### config.mk
export PLATFORM = sky130hd
export DESIGN_NAME = eeprom_map_header_loader
export DESIGN_NICKNAME = d
export VERILOG_FILES = /design/src/logic/loader_pkg.sv /design/src/logic/eeprom_map_header_loader.sv
export SDC_FILE = /design/constraint.sdc
export NUM_CORES = 1
export LEC_CHECK = 0
export ABC_AREA = 1
export BUFFER_PORTS_ARGS = -buffer_cell sky130_fd_sc_hd__buf_2
export CAP_MARGIN = 5
export CELL_PAD_IN_SITES_DETAIL_PLACEMENT = 1
export CELL_PAD_IN_SITES_GLOBAL_PLACEMENT = 1
export CORE_UTILIZATION = 48
export CTS_BUF_LIST = sky130_fd_sc_hd__clkbuf_8
export DETAILED_ROUTE_END_ITERATION = 8
export PLACE_DENSITY = 0.95
export RECOVER_POWER = 100
export SLEW_MARGIN = 30
export SYNTH_ARGS = -nofsm -noshare
export SYNTH_HDL_FRONTEND = slang
export SYNTH_SLANG_ARGS = --single-unit
export TNS_END_PERCENT = 100
### constraint.sdc
create_clock -name clock -period 12.2 [get_ports clock]
set_input_delay 1.22 -clock clock [delete_from_list [all_inputs] [get_ports clock]]
set_output_delay 1.22 -clock clock [all_outputs]
set_load 0.01 [all_outputs]
### src/logic/loader_pkg.sv
// Shared constants and carrier types for the configuration loader.
// Assumes one 125 MHz clock domain and a byte-read memory master beside it.
package loader_pkg;

  // ****************************************
  // Memory layout
  // ****************************************
  localparam int          MEM_AW        = 11;    // Slot start reach: 3 high bits + 8 low
  localparam int          BASE_LEN      = 3;     // Base header bytes 0..2
  localparam int          HDR_LEN_BIG   = 3;     // Header bytes when memory > 256 bytes
  localparam int          HDR_LEN_SMALL = 2;     // Header bytes otherwise
  localparam int          HDR_BASE      = 3;     // First header location
  localparam logic [7:0]  BUS_ADDR_LOW  = 8'h30; // Lowest bus write address
  localparam int          CRC_EN_BIT    = 7;     // Byte 0 flag positions
  localparam int          MAP_BIT       = 6;
  localparam int          BIG_BIT       = 5;
  localparam int          SHARED_BIT    = 4;
  localparam int          BURST_POS     = 2;     // Base byte holding burst limit
  localparam logic [7:0]  CRC_POLY      = 8'h07; // CRC-8 polynomial
  localparam logic [7:0]  CRC_INIT      = 8'h00; // CRC-8 start value
  localparam int          BOOT_WAIT     = 3;     // Cycles for strap synchroniser to fill

  // ****************************************
  // Register map (byte addresses)
  // ****************************************
  localparam logic [7:0]  REG_CTRL   = 8'h00;   // W: bit0 restart
  localparam logic [7:0]  REG_STATUS = 8'h04;   // R: sticky events
  localparam logic [7:0]  REG_CLEAR  = 8'h08;   // W: clear events
  localparam logic [7:0]  REG_ENABLE = 8'h0C;   // RW: event enables
  localparam logic [7:0]  REG_FLAGS  = 8'h10;   // R: decoded byte 0, burst limit
  localparam logic [7:0]  REG_SLOT   = 8'h14;   // R: slot start address
  localparam logic [7:0]  REG_CRC    = 8'h18;   // R: stored and computed CRC
  localparam logic [7:0]  REG_STATE  = 8'h1C;   // R: state, bus address index
  localparam int          EV_DONE    = 0;       // Event bit positions
  localparam int          EV_FAIL    = 1;
  localparam int          EV_NOMAP   = 2;
  localparam int          EV_W       = 3;

  // ****************************************
  // Types
  // ****************************************
  typedef enum logic [2:0] {
    S_BOOT, S_BASE, S_HDR, S_SLOT, S_CHECK, S_DONE
  } state_e;

  // Register bus request
  typedef struct packed {
    logic [7:0]  addr;
    logic [31:0] wdata;
    logic        we;
    logic        re;
  } reg_req_s;

  // Byte read request towards the memory master
  typedef struct packed {
    logic              req;   // One-cycle pulse
    logic              seq;   // Continue current burst at next address
    logic [MEM_AW-1:0] addr;
  } mem_req_s;

  // Byte answer from the memory master
  typedef struct packed {
    logic       ack;
    logic [7:0] data;
  } mem_rsp_s;

  // Staged slot byte towards the configuration registers
  typedef struct packed {
    logic              valid;
    logic [MEM_AW-1:0] idx;
    logic [7:0]        data;
  } cfg_byte_s;

endpackage

### src/logic/eeprom_map_header_loader.sv
// Power-up loader: reads base header, own address-map header and data slot.
// Assumes a memory master on the same clock that answers each byte request.
// Notes on behaviour
// RULE_01: header is 3 bytes if big, else 2
// RULE_02: read exactly that header at fixed location
// RULE_03: CRC covers every fetched byte but itself
// RULE_04: low byte, then high bits 2:0 if big
// RULE_05: slot start is high shifted eight plus low
// RULE_06: byte 0 bits: CRC, maps, big memory
// RULE_07: device count and byte 1 are ignored
// RULE_08: byte 2 caps bytes per burst
// RULE_09: CRC mismatch discards fetched data
// RULE_10: CRC disabled means data always applied
// RULE_11: address 0x30 reads 0x003, 0x32 reads 0x006
// RULE_12: without shared flag, read every channel separately
// RULE_13: header location is 3 plus index times length
// RULE_14: byte 0 bit 4 is shared channel flag
// RULE_15: on discard keep defaults, flag failure
// RULE_16: random read then sequential ascending reads
//
// The register offsets and strobed register access were left to the implementer.
`timescale 1ns/1ps
`default_nettype none

module eeprom_map_header_loader
  import loader_pkg::*;
#(
  parameter int CHAN_BYTES   = 74,  // Register bytes per channel image
  parameter int CHANNELS     = 4,   // Channels per device
  parameter int SHARED_BYTES = 2    // Shared register bytes per slot
) (
  // Clock and reset
  input  wire logic      clock,
  input  wire logic      rst,
  // Strapped bus write address
  input  wire logic [7:0] bus_addr,
  // Register port
  input  wire reg_req_s  reg_req,
  output logic [31:0]    reg_rdata,
  // Memory master
  output mem_req_s       mem_req,
  input  wire mem_rsp_s  mem_rsp,
  // Configuration stream
  output cfg_byte_s      cfg_out,
  output logic           cfg_commit,
  output logic           cfg_discard,
  // Interrupt
  output logic           irq
);

  // ****************************************
  // State
  // ****************************************
  typedef struct packed {
    state_e            st;
    logic [7:0]        sync1;      // Strap synchroniser
    logic [7:0]        sync2;
    logic [7:0]        sync3;
    logic [3:0]        bus_idx;    // bus_address_index
    logic [MEM_AW-1:0] addr;       // Next byte to fetch
    logic [MEM_AW-1:0] cnt;        // Bytes left in phase
    logic              waiting;    // Request out, answer pending
    logic              cont;       // A burst is open
    logic [7:0]        burst_cnt;  // Bytes in current burst
    logic [7:0]        burst_lim;
    logic              crc_en;
    logic              map_on;
    logic              big;
    logic              shared_channel_flag;
    logic [7:0]        crc_calc;
    logic [7:0]        crc_stored;
    logic [7:0]        slot_start_low;
    logic [2:0]        slot_start_high;
    mem_req_s          mreq;
    cfg_byte_s         cfg;
    logic              commit;
    logic              discard;
    logic [EV_W-1:0]   status;
    logic [EV_W-1:0]   enable;
    logic              irq;
    logic [31:0]       rdata;
  } st_s;

  st_s q;   // Registered state
  st_s d;   // Next state

  // ****************************************
  // Helpers
  // ****************************************
  // CRC-8 over one byte, MSB first
  function automatic logic [7:0] crc8(input logic [7:0] c, input logic [7:0] b);
    logic [7:0] r;
    r = c ^ b;
    for (int i = 0; i < 8; i++) begin
      r = r[7] ? ((r << 1) ^ CRC_POLY) : (r << 1);
    end
    return r;
  endfunction

  // Header length from size flag
  function automatic logic [MEM_AW-1:0] hdr_len(input logic big);
    return big ? MEM_AW'(HDR_LEN_BIG) : MEM_AW'(HDR_LEN_SMALL);
  endfunction

  // Slot length: one shared image or one per channel
  function automatic logic [MEM_AW-1:0] slot_len(input logic shared);
    return shared ? MEM_AW'(CHAN_BYTES + SHARED_BYTES)
                  : MEM_AW'(CHAN_BYTES * CHANNELS + SHARED_BYTES);
  endfunction

  logic [7:0]        lim_eff;    // Burst cap in force
  logic [MEM_AW-1:0] pos;        // Byte position in current phase
  logic [EV_W-1:0]   ev_set;     // Events raised this cycle
  logic              got;        // Answer taken this cycle

  // Base header goes in one burst; the cap is known only after it
  assign lim_eff = (q.st == S_BASE) ? 8'(BASE_LEN)
                 : ((q.burst_lim == 8'h00) ? 8'h01 : q.burst_lim);
  assign got = q.waiting && mem_rsp.ack;
  assign pos = ((q.st == S_BASE) ? MEM_AW'(BASE_LEN)
             : (q.st == S_HDR) ? hdr_len(q.big) : slot_len(q.shared_channel_flag)) - q.cnt;

  // ****************************************
  // Next state
  // ****************************************
  always_comb begin
    d = q;
    ev_set = '0;
    d.sync1 = bus_addr;
    d.sync2 = q.sync1;
    d.sync3 = q.sync2;
    d.mreq.req = 1'b0;
    d.cfg.valid = 1'b0;
    d.commit = 1'b0;
    d.discard = 1'b0;

    // Issue one byte request when idle inside a fetch phase
    if ((q.st == S_BASE || q.st == S_HDR || q.st == S_SLOT) && !q.waiting) begin
      d.mreq.req = 1'b1;
      d.mreq.addr = q.addr;
      // RULE_16 random then sequential
      // RULE_08 cap burst length
      d.mreq.seq = q.cont && (q.burst_cnt < lim_eff);
      if (!d.mreq.seq) begin
        d.burst_cnt = 8'h00;
      end
      d.waiting = 1'b1;
    end

    // Common bookkeeping for an answered byte
    if (got) begin
      d.waiting = 1'b0;
      d.burst_cnt = d.burst_cnt + 8'h01;
      d.addr = q.addr + MEM_AW'(1);
      d.cnt = q.cnt - MEM_AW'(1);
      d.cont = 1'b1;
    end

    unique case (q.st)
      // Wait for the strap to settle, then latch the index
      S_BOOT: begin
        if (q.cnt != '0) begin
          d.cnt = q.cnt - MEM_AW'(1);
        end else if (q.sync2 == q.sync3) begin
          // RULE_13 index from write address
          d.bus_idx = 4'((q.sync3 - BUS_ADDR_LOW) >> 1);
          d.st = S_BASE;
          d.addr = '0;
          d.cnt = MEM_AW'(BASE_LEN);
          d.cont = 1'b0;
          d.crc_calc = CRC_INIT;
        end
      end
      // Base header bytes 0..2
      S_BASE: begin
        if (got) begin
          // RULE_03 fold fetched byte
          d.crc_calc = crc8(q.crc_calc, mem_rsp.data);
          if (pos == '0) begin
            // RULE_06 decode byte 0
            d.crc_en = mem_rsp.data[CRC_EN_BIT];
            d.map_on = mem_rsp.data[MAP_BIT];
            d.big = mem_rsp.data[BIG_BIT];
            // RULE_14 shared channel flag
            d.shared_channel_flag = mem_rsp.data[SHARED_BIT];
          end else if (pos == MEM_AW'(BURST_POS)) begin
            // RULE_08 latch burst limit
            d.burst_lim = mem_rsp.data;
          end
          // RULE_07 count bits and byte 1 unused
          if (q.cnt == MEM_AW'(1)) begin
            if (!q.map_on) begin
              // Slot placement without maps is not handled here
              d.st = S_DONE;
              d.discard = 1'b1;
              ev_set[EV_NOMAP] = 1'b1;
            end else begin
              d.st = S_HDR;
              // RULE_16 fresh random read
              d.cont = 1'b0;
              // RULE_11 fixed location per address
              // RULE_13 three plus index times length
              d.addr = MEM_AW'(HDR_BASE) + MEM_AW'(q.bus_idx) * hdr_len(q.big);
              // RULE_01 header length by size
              // RULE_02 consume exactly that many
              d.cnt = hdr_len(q.big);
            end
          end
        end
      end
      // Own address-map header
      S_HDR: begin
        if (got) begin
          if (pos == '0) begin
            // RULE_03 stored CRC not folded
            d.crc_stored = mem_rsp.data;
          end else begin
            d.crc_calc = crc8(q.crc_calc, mem_rsp.data);
            // RULE_04 low byte then high bits
            if (pos == MEM_AW'(1)) begin
              d.slot_start_low = mem_rsp.data;
              d.slot_start_high = 3'h0;
            end else begin
              d.slot_start_high = mem_rsp.data[2:0];
            end
          end
          if (q.cnt == MEM_AW'(1)) begin
            d.st = S_SLOT;
            // RULE_16 fresh random read
            d.cont = 1'b0;
            // RULE_05 high shifted eight plus low
            d.addr = (MEM_AW'(d.slot_start_high) << 8) + MEM_AW'(d.slot_start_low);
            // RULE_12 per-channel images unless shared
            d.cnt = slot_len(q.shared_channel_flag);
          end
        end
      end
      // Slot bytes are staged out, applied only on commit
      S_SLOT: begin
        if (got) begin
          d.crc_calc = crc8(q.crc_calc, mem_rsp.data);
          d.cfg.valid = 1'b1;
          d.cfg.idx = pos;
          d.cfg.data = mem_rsp.data;
          if (q.cnt == MEM_AW'(1)) begin
            d.st = S_CHECK;
          end
        end
      end
      // Compare and decide
      S_CHECK: begin
        d.st = S_DONE;
        if (q.crc_en && (q.crc_calc != q.crc_stored)) begin
          // RULE_09 mismatch discards
          // RULE_15 defaults kept, failure flagged
          d.discard = 1'b1;
          ev_set[EV_FAIL] = 1'b1;
        end else begin
          // RULE_10 CRC ignored when disabled
          d.commit = 1'b1;
          ev_set[EV_DONE] = 1'b1;
        end
      end
      // Rest until software asks for another load
      S_DONE: begin
        if (reg_req.we && reg_req.addr == REG_CTRL && reg_req.wdata[0]) begin
          d.st = S_BOOT;
          d.cnt = MEM_AW'(BOOT_WAIT);
        end
      end
    endcase

    // Register writes
    if (reg_req.we && reg_req.addr == REG_ENABLE) begin
      d.enable = reg_req.wdata[EV_W-1:0];
    end
    // Set wins over a clear in the same cycle
    if (reg_req.we && reg_req.addr == REG_CLEAR) begin
      d.status = q.status & ~reg_req.wdata[EV_W-1:0];
    end
    d.status = d.status | ev_set;
    d.irq = |(d.status & d.enable);

    // Read data stands the cycle after the strobe only
    d.rdata = 32'h0;
    if (reg_req.re) begin
      unique case (reg_req.addr)
        REG_STATUS: d.rdata = 32'(q.status);
        REG_ENABLE: d.rdata = 32'(q.enable);
        REG_FLAGS:  d.rdata = {16'h0, q.burst_lim, 4'h0, q.crc_en, q.map_on,
                               q.big, q.shared_channel_flag};
        REG_SLOT:   d.rdata = 32'({q.slot_start_high, q.slot_start_low});
        REG_CRC:    d.rdata = {16'h0, q.crc_stored, q.crc_calc};
        REG_STATE:  d.rdata = {24'h0, q.bus_idx, 1'b0, q.st};
        default:    d.rdata = 32'h0;
      endcase
    end
  end

  // ****************************************
  // State register
  // ****************************************
  always_ff @(posedge clock or posedge rst) begin
    if (rst) begin
      q <= '0;
      q.st <= S_BOOT;
      q.cnt <= MEM_AW'(BOOT_WAIT);
      q.crc_calc <= CRC_INIT;
    end else begin
      q <= d;
    end
  end

  // Outputs straight from the state register
  assign reg_rdata = q.rdata;
  assign mem_req = q.mreq;
  assign cfg_out = q.cfg;
  assign cfg_commit = q.commit;
  assign cfg_discard = q.discard;
  assign irq = q.irq;
endmodule

`default_nettype wire

==> flow_summary_export.csv, run 1 <==
group,metric,value,unit
place,dpl_cell_area,0.00956,mm2
worst_setup_path,critical_path_class,"input pin to asynchronous set/reset pin",
route,wirelength,28400,um
floorplan,start_util,49.4,%
synthesis,postSynthAreaPerCell,7.90,um2
final_layout,final_cell_mix,"306 x nand2_1, 160 x inv_1, 158 x dfrtp_1, 106 x o21ai_0, 71 x nor2_1",
route,firstDrtPassIters,5,
pwr,p_comb_share,43.8,%
status,violations,"capacitance limit, slew limit",
global_routing,antenna_found_initial,0,
floorplan,fp.dieH,141,um
clocking,cts_buffers,17,
status,status,"finished, violations left",
route,wl_per_cell,19.1,um
global_routing,grt_overflow,0,
clocking,clk_pin_slew,0.09,ns
final_layout,fin_nets,1298,
worst_setup_path,crit_fanout,87,
synthesis,netlist_area,0.00933,mm2
route,via_per_inst,5.58,
clocking,cts_root_buffer,"clkbuf_8",
final_layout,n_antenna_cell,0,
clocking,cts_hold_buf,0,
pwr,net-switching-power,0.000883,W
pwr,p_seq_share,34.9,%
worst_setup_path,worstSetupStartpoint,"rst",
sta,rsz0062_at_grt,"no",
floorplan,fp-row-count,50,
pwr,swShare,44.8,%
pwr,intPower,0.00109,W
synthesis,synth_cell_type_count,57,
sta,period_needed,7.04,ns
final_layout,post-route-util,51.8,%
pwr,peakVddDrop,0.0825,mV
sta,fmax,0.142,GHz
sta,tightestPinTransition,4.59,ns
synthesis,synth_async_sr_flop_share,100,%
synthesis,ys.flop_type,"dfrtp_1",
flow_run,cap_violations,3,
place,gp_congestion,0.881,
synthesis,synth_cells,1180,
sta,skew,0.0164,ns
final_layout,areaGrowthSynthToFinish,4.91,%
clocking,ctsResizeCount,0,
clocking,cts_tree,"yes",
sta,max_slew_margin,-206,%
route,drt_iter0_markers,553,
route,drc,0,
synthesis,synth_edf_count,0,
sta,finalMaxSlewViolations,193,
final_layout,drive_above_1_share,7.99,%
pwr,p_per_area,202,mW/mm2
global_routing,grt_pass1_wl,45100,um
synthesis,synth_top_area_cell,"dfrtp_1",
clocking,clock_sinks,160,
synthesis,ys_ff_latch,160,
global_routing,grt_usage,29.2,%
sta,hold_viol_final,0,
route,ant_nets,0,
place,hpwlAfterDp,20300,um
global_routing,grt_start_max_net_pins,88,
floorplan,core-area,0.0189,mm2
synthesis,synth_seq_area_share,43.0,%
route,vias,8291,
worst_setup_path,worstSetupEndpointType,"asynchronous set/reset pin",
sta,whs,0.352,ns
sta,finalSetupViolations,0,
sta,finalSetupTns,0,ns
synthesis,ys_top_cells_by_area,"dfrtp_1 42%, nand2_1 12%, inv_1 6.4%",
final_layout,fin_area,0.00978,mm2
clocking,clock_tree.buffer_depth,2,
hold_path,hp-start,"d[157]",
synthesis,yosysWarnings,0,
clocking,cts_setup_buffers,0,
worst_setup_path,cp.arrival,6.55,ns
floorplan,dieArea,0.0200,mm2
worst_setup_path,crit_path_start_kind,"input pin",
place,portBuffers,83,
sta,period_share,57.7,%
pwr,clockPowerShare,21.3,%
pwr,p_leak,4.86,nW
worst_setup_path,r2r_start,"q[175]",
final_layout,final_common_cell,"nand2_1",
clocking,htree_levels,4,
worst_setup_path,critPathRequiredTime,11.72,ns
synthesis,synth_top_area_share,42.4,%
floorplan,pin_count,129,
global_routing,grt_pass1_vias,8619,
clocking,clk_latency,0.49,ns
hold_path,hold_path_class,"flop to flop",
floorplan,die_w,141,um
## metrics by stage
stage,std cells,setup WS (ns),total power (W)
after floorplan,1195,6.66,0.00136
after CTS,1487,7.28,0.00199
after detailed placement,1455,7.40,0.00156
after global placement,1455,7.65,0.00150
after global routing,1487,3.92,0.00210
final,1487,5.16,0.00197
## cells in the mapped netlist (all sizes together), types with 3 or more instances
cell    number
nor3        19
o211ai      13
o21a         3
dfrtp      158
a31oi        8
nor2        76
a21oi       36
xor2        33
o22ai        5
or2         14
nand2      309
xnor2       21
buf         73
inv        162
clkbuf      14
a22oi        3
ha          21
nand4        9
o21ai      112
nand3       63
## layer usage
layer / global-route usage [%] / wire [um] / vias to the layer above
li1: - / - / 3755
met2: 49.7 / 13800 / 353
met4: 11.9 / 1080 / 0
met1: 34.9 / 11500 / 4088
met3: 8.27 / 1940 / 95
met5: 0 / 0 / -
## registers in the layout, indices dropped and copies added, names as in the netlist
| signal | count |
|---|---|
| d | 16 |
| cfg_out | 20 |
| cfg_discard | 1 |
| mem_req | 13 |
| q | 92 |
| cfg_commit | 1 |
| reg_rdata | 16 |
| irq | 1 |
## cell families (layout without fill, tap and decap cells)
| logic type | count (synthesis) | in the layout | share of synthesized area, % |
|---|---|---|---|
| mux | 1 | 1 | 0.121 |
| flops | 160 | 160 | 43.0 |
| other cells | 1 | 16 | 0.0402 |
| compound gates | 197 | 197 | 12.7 |
| buf+inv | 250 | 282 | 13.1 |
| fa+ha+maj | 23 | 23 | 3.25 |
| simple gates | 494 | 494 | 22.6 |
| xor+xnor | 54 | 54 | 5.15 |
## path summary, 6_finish.rpt
kind,to,slack (ns),depth (start not counted)
hold reg to reg,d[149],0.35,0
max in group clock,q[86],6.63,20
min in group asynchronous,q[173],1.67,2
hold / removal,d[149],0.35,0
setup reg to reg,q[86],6.63,20
setup / recovery,cfg_out[9],5.16,3
## power groups by stage
stage	clock network (W)	logic, W	registers [W]
6_report	0.000421	0.000864	0.000688
5_1_grt	0.000445	0.000960	0.000696
4_1_cts	0.000422	0.000884	0.000686
3_5_place_dp	0	0.000869	0.000695
3_3_place_gp	0	0.000813	0.000688
2_1_floorplan	0	0.000697	0.000668
## critical path: stages
cell and delay, ns:
buf_2 0.10, clkinvlp_2 1.82, clkbuf_1 3.35
## final cells by class
class / instances / area [um2]
fillers: 2436 / 9110
multi-input cells: 785 / 4060
flip-flops and latches: 160 / 4010
inverters: 163 / 614
repair buffers: 87 / 365
well taps: 260 / 325
clock buffers: 19 / 262
clock inverters: 13 / 153
Power figures use the tool's default switching activity.
==> run 2, diff against run 1 <==
- ABC_AREA: 1 -> 0
- CORE_UTILIZATION: 48 -> 42
- PLACE_DENSITY: 0.95 -> 0.86
- clock period: 12.2 -> 5.9 ns (I/O delays scaled with it)
==> run 2 against run 1 <==
Compared with the run above: the flow still finishes with violations (capacitance limit, slew limit); global-route usage decreased by 5.3 points; worst hold slack got worse by 0.14 ns; critical path depth increased by 10; register-to-register slack got worse by 5.9 ns; power increased by 89%; via count decreased by 9.5%; clock skew decreased by 0.0021 ns; non-clock buffer count increased by 5; die area increased by 14%; wire length decreased by 7.2%; synthesized cell count decreased by 16%; final area increased by 0.20%; critical endpoint is now q[103].
==> flow_summary_export.csv, run 2 <==
group,metric,value,unit
sta,finalSetupViolations,0,
clocking,cts_setup_buffers,0,
clocking,cts_hold_buf,0,
final_layout,fin_nets,1088,
pwr,p_seq_share,38.4,%
floorplan,core-area,0.0218,mm2
sta,period_share,86.8,%
final_layout,fin_area,0.00980,mm2
global_routing,grt_usage,24.0,%
final_layout,final_common_cell,"dfrtp_1",
synthesis,synth_async_sr_flop_share,100,%
final_layout,final_cell_mix,"158 x dfrtp_1, 146 x nand2_1, 83 x nor2_1, 57 x clkbuf_1, 54 x o21ai_0",
sta,fmax,0.195,GHz
sta,whs,0.213,ns
final_layout,stdcell_count,1297,
pwr,net-switching-power,0.00149,W
sta,finalSetupTns,0,ns
final_layout,regMostFlops,"q",
synthesis,ys.flop_type,"dfrtp_1",
place,portBuffers,83,
final_layout,areaGrowthSynthToFinish,5.45,%
place,gp_congestion,0.889,
route,ant_nets,0,
clocking,htree_levels,4,
place,hpwlAfterDp,18800,um
global_routing,grt_pass1_wl,41400,um
route,firstDrtPassIters,5,
synthesis,synthTopCellsByCount,"158 x dfrtp_1, 146 x nand2_1, 83 x nor2_1",
worst_setup_path,worstSetupEndpointType,"flop",
sta,hold_viol_final,0,
synthesis,yosysMostFrequentCell,"dfrtp_1",
global_routing,antenna_found_initial,0,
synthesis,postSynthAreaPerCell,9.34,um2
flow_run,cap_violations,3,
worst_setup_path,critical_path_class,"flop to flop",
worst_setup_path,worstSetupStartpoint,"q[175]",
status,status,"finished, violations left",
pwr,peakVddDrop,0.169,mV
global_routing,grt_pass1_vias,7648,
sta,skew,0.0143,ns
final_layout,drive_above_1_share,11.5,%
sta,setup_slack,0.779,ns
synthesis,ys_ff_latch,160,
final_layout,fill_cells,2559,
place,dp_slack,1.16,ns
synthesis,synth_seq_area_share,43.1,%
pwr,p_leak,4.51,nW
clocking,clk_pin_slew,0.10,ns
clocking,clock_tree.buffer_depth,2,
route,vias,7503,
final_layout,n_antenna_cell,0,
worst_setup_path,crit_top_cell,"inv_1",
worst_setup_path,r2r_start,"q[175]",
hold_path,hold_path_class,"input pin to flop",
sta,finalMaxSlewViolations,165,
route,drt_iter0_markers,496,
synthesis,synth_top_area_cell,"dfrtp_1",
synthesis,ys_top_cells_by_area,"dfrtp_1 43%, nand2_1 5.9%, buf_4 5.3%",
clocking,ctsResizeCount,0,
floorplan,start_util,42.7,%
final_layout,largest_reg_flops,92,
sta,period_needed,5.12,ns
global_routing,use_met3,5.90,%
synthesis,synth_edf_count,0,
pwr,intPower,0.00223,W
pwr,p_comb_share,36.4,%
route,via_per_inst,5.78,
floorplan,fp-row-count,54,
floorplan,pin_count,129,
global_routing,use_met2,39.4,%
final_layout,ff_latch_area,0.00401,mm2
floorplan,fp.dieH,151,um
worst_setup_path,cpPeakStageDelay,0.68,ns
pwr,swShare,40.1,%
clocking,cts_buffers,17,
floorplan,die_w,151,um
worst_setup_path,critPathRequiredTime,6.27,ns
clocking,clk_latency,0.48,ns
worst_setup_path,crit_fanout,16,
hold_path,hp-start,"bus_addr[7]",
synthesis,synth_top_area_share,42.5,%
clocking,cts_tree,"yes",
sta,tightestPinTransition,3.18,ns
sta,max_slew_margin,-112,%
global_routing,top_usage_layer,"met2",
worst_setup_path,crit_chain,"inv_1 -> nand2b_1 -> and3_1 -> inv_1 -> fa_1 -> a211o_4 -> a31oi_1 -> xnor2_1 -> a221oi_2 -> and4b_1 -> and4bb_1 -> nand3_1 -> mux2_2",
global_routing,grt_start_max_net_pins,57,
worst_setup_path,cp_slowest_cell,"dfrtp_1",
global_routing,grt_overflow,0,
pwr,clockPowerShare,25.1,%
route,wl_per_cell,20.3,um
place,dp_cells,1265,
worst_setup_path,crit_path_start_kind,"flop",
place,dpl_cell_area,0.00949,mm2
synthesis,synth_cell_type_count,77,
clocking,clock_sinks,160,
synthesis,synth_cells,995,
sta,rsz0062_at_grt,"no",
final_layout,multi_input_area,0.00451,mm2
clocking,cts_root_buffer,"clkbuf_8",
pwr,p_per_area,379,mW/mm2
synthesis,netlist_area,0.00930,mm2
floorplan,dieArea,0.0227,mm2
route,drc,0,
global_routing,use_met1,30.2,%
synthesis,yosysWarnings,0,
status,violations,"capacitance limit, slew limit",
worst_setup_path,cp.arrival,5.49,ns
route,wirelength,26300,um
[run 2: changes by cell type in the layout (fill, tap and decap cells not counted), sizes merged, moves of 13 or more]
| cell | previous run | this run |
|---|---|---|
| o21ai | 112 | 54 |
| inv | 166 | 31 |
| xor2 | 33 | 20 |
| nand2 | 309 | 146 |
| and3 | 1 | 15 |
| nand3 | 63 | 22 |
| xnor2 | 21 | 47 |
| mux2 | 1 | 42 |
| mux2i | 0 | 17 |
[run 2: critical path, delay by kind of cell (launching register included)]
kind | cells | cell delay [ns]
DFF | 1 | 0.68
AOI/OAI and AO/OA | 3 | 0.90
xor gates and xnor gates | 1 | 0.15
adders and majority gates | 1 | 0.55
and+or+nand+nor | 5 | 1.93
muxes | 1 | 0.37
buffers and inverters | 2 | 0.44
[run 2: power groups by stage]
stage          combinational [W]  clock, W  sequential [W]
5_1_grt                  0.00151  0.000994         0.00145
3_3_place_gp             0.00131         0         0.00143
4_1_cts                  0.00138  0.000950         0.00142
3_5_place_dp             0.00137         0         0.00144
6_report                 0.00136  0.000936         0.00143
2_1_floorplan            0.00114         0         0.00136
[run 2: worst paths after layout]
| check | to | slack, ns | cells after the start |
|---|---|---|---|
| worst min register to register | d[151] | 0.36 | 0 |
| worst max-delay path | q[103] | 0.78 | 13 |
| worst min-delay path | d[164] | 0.21 | 1 |
| min in group asynchronous | mem_req[7] | 0.68 | 2 |
| max in group asynchronous | q[153] | 1.45 | 3 |
| worst max register to register | q[103] | 0.78 | 13 |
[run 2: cells by family after synthesis]
kind of cell	share of synthesized area [%]
compound gates	13.8
fa+ha+maj	3.26
simple gates	18.1
xor+xnor	6.31
other cells	0.0403
flops	43.1
buf+inv	8.49
mux	6.92
[run 2: layout make-up]
| class | instances | share of cell area (%) |
|---|---|---|
| clock buffer | 17 | 2.39 |
| clock inverter | 15 | 2.18 |
| inverter | 22 | 0.855 |
| multi-input combinational | 711 | 46.0 |
| sequential | 160 | 40.9 |
| tap | 280 | 3.57 |
| timing repair buffer | 92 | 4.12 |
[run 2: layer usage]
metal | up-vias | wire length [um] | share of wire (%)
met3 | 59 | 1680 | 6.4
met1 | 3772 | 11100 | 42
met4 | 0 | 740 | 2.8
met2 | 259 | 12800 | 49
li1 | 3413 | - | -
met5 | - | 0 | 0
[run 2: metrics by stage]
| step | util (%) | total power [W] |
|---|---|---|
| after floorplan | - | 0.00250 |
| final | 45.1 | 0.00372 |
| after CTS | 45.7 | 0.00376 |
| after global routing | 45.1 | 0.00396 |
| after detailed placement | 43.6 | 0.00281 |
| after global placement | 43.6 | 0.00274 |
==> run 3, diff against run 2 <==
- ABC_AREA: 0 -> 1
- CORE_UTILIZATION: 42 -> 40
- PLACE_DENSITY: 0.86 -> 0.77
==> run 3 against run 2 <==
Compared with the run above: the run still ends with capacitance limit, slew limit left; sequential power about the same; critical path depth increased by 4; sequential cell count unchanged; worst setup slack improved by 0.26 ns; first-iteration DRC count decreased by 5.2%; global-route usage decreased by 1.5 points; wire length decreased by 3.1%; die area increased by 5.3%; critical path type unchanged; largest power group is now combinational logic.
==> flow_summary_export.csv, run 3 (synthesized netlist as in run 1, its figures left out) <==
group,metric,value,unit
sta,period_needed,4.86,ns
final_layout,fin_nets,1301,
clocking,ctsResizeCount,0,
place,hpwlAfterDp,19400,um
flow_run,cap_violations,2,
final_layout,post-route-util,43.3,%
route,firstDrtPassIters,5,
hold_path,hp-start,"bus_addr[0]",
final_layout,ff_latch_area,0.00401,mm2
clocking,cts_hold_buf,0,
sta,finalSetupTns,0,ns
route,drc,0,
pwr,p_comb_share,43.0,%
final_layout,regMostFlops,"q",
final_layout,multi_input_area,0.00405,mm2
worst_setup_path,crit_fanout,17,
final_layout,final_cell_mix,"308 x nand2_1, 160 x inv_1, 158 x dfrtp_1, 105 x o21ai_0, 71 x nor2_1",
clocking,clk_latency,0.48,ns
floorplan,dieArea,0.0239,mm2
floorplan,core-area,0.0228,mm2
place,portBuffers,83,
route,wirelength,25500,um
global_routing,grt_usage,22.5,%
floorplan,fp.dieH,155,um
pwr,p_seq_share,35.4,%
place,gp_congestion,0.849,
route,drt_iter0_markers,470,
pwr,net-switching-power,0.00177,W
clocking,cts_setup_buffers,0,
route,wl_per_cell,16.5,um
floorplan,start_util,40.9,%
pwr,swShare,44.2,%
worst_setup_path,worstSetupEndpointType,"flop",
worst_setup_path,crit_chain,"inv_1 -> nand3_1 -> inv_1 -> a21oi_1 -> ha_1 -> inv_1 -> fa_1 -> nand3_1 -> nand3_1 -> nand2_1 -> nand2_1 -> xor2_1 -> nand2_1 -> nor3_1 -> nand2_1 -> o21ai_0 -> o211ai_2",
floorplan,pin_count,129,
worst_setup_path,cp.arrival,5.18,ns
pwr,peakVddDrop,0.150,mV
clocking,clock_tree.buffer_depth,2,
worst_setup_path,r2r_start,"q[175]",
clocking,cts_root_buffer,"clkbuf_8",
global_routing,antenna_found_initial,0,
hold_path,hold_path_class,"input pin to flop",
sta,period_share,82.3,%
sta,hold_viol_final,0,
worst_setup_path,path_delay_family,"simple AND/OR/NAND/NOR gates",
status,violations,"capacitance limit, slew limit",
worst_setup_path,crit_top_cell,"nand2_1",
clocking,cts_buffers,17,
floorplan,die_w,155,um
final_layout,fill_cells,2879,
global_routing,grt_overflow,0,
worst_setup_path,cpPeakStageDelay,0.63,ns
worst_setup_path,critical_path_class,"flop to flop",
sta,skew,0.0279,ns
route,ant_nets,0,
clocking,clk_pin_slew,0.09,ns
sta,finalSetupViolations,0,
pwr,p_per_area,406,mW/mm2
worst_setup_path,crit_path_start_kind,"flop",
worst_setup_path,cp_slowest_cell,"o21ai_0",
sta,max_slew_margin,-69.0,%
sta,tightestPinTransition,2.54,ns
final_layout,final_common_cell,"nand2_1",
final_layout,areaGrowthSynthToFinish,5.81,%
pwr,p_leak,4.87,nW
route,vias,7782,
status,status,"finished, violations left",
route,via_per_inst,5.05,
final_layout,n_antenna_cell,0,
sta,rsz0062_at_grt,"no",
worst_setup_path,crit_buf_inv,3,
pwr,clockPowerShare,21.6,%
clocking,clock_sinks,160,
final_layout,drive_above_1_share,8.14,%
global_routing,grt_pass1_wl,41900,um
clocking,htree_levels,4,
pwr,intPower,0.00224,W
floorplan,fp-row-count,55,
sta,fmax,0.206,GHz
worst_setup_path,worstSetupStartpoint,"q[175]",
worst_setup_path,critPathRequiredTime,6.22,ns
global_routing,grt_pass1_vias,8014,
clocking,cts_tree,"yes",
final_layout,largest_reg_flops,92,
sta,finalMaxSlewViolations,93,
global_routing,grt_start_max_net_pins,72,
## run 3: stage by stage
step                      setup slack, ns  instances  hold slack, ns  power (W)  cell area, um2
after floorplan                     0.993       1195           0.331    0.00282            9380
after global placement               1.68       1511           0.332    0.00315            9640
after detailed placement             1.49       1511           0.336    0.00322            9640
after CTS                            1.46       1542           0.120    0.00410           10000
after global routing                0.555       1542           0.189    0.00434            9870
final                                1.04       1542           0.222    0.00400            9870
## run 3: layout make-up
type                            instances  area share, %
Timing Repair Buffer                   90           4.04
Tap cell                              313           3.97
Sequential cell                       160           40.6
Clock buffer                           17           2.37
Multi-Input combinational cell        785           41.0
Inverter                              163           6.23
Clock inverter                         14           1.78
## run 3: path summary, 6_finish.rpt
| kind | end | slack (ns) | cells after the start |
|---|---|---|---|
| min in group asynchronous | q[100] | 0.66 | 2 |
| max | q[136] | 1.04 | 17 |
| min reg2reg | d[152] | 0.35 | 0 |
| min | d[157] | 0.22 | 1 |
| max in group asynchronous | q[36] | 2.14 | 3 |
| max reg2reg | q[136] | 1.04 | 17 |
## run 3: power groups by stage
stage	Sequential, W	Clock, W	Combinational (W)
floorplan	0.00138	0	0.00144
global placement	0.00143	0	0.00172
detailed placement	0.00144	0	0.00178
CTS	0.00141	0.000892	0.00180
global route	0.00144	0.000927	0.00198
finish	0.00142	0.000866	0.00172
## run 3: layer usage
layer,track usage [%],routed length [um],up-vias
met1,30.8,12200,3839
met2,37.5,12200,155
met3,3.53,963,14
li1,-,-,3774
met5,0,0,-
met4,4.53,202,0
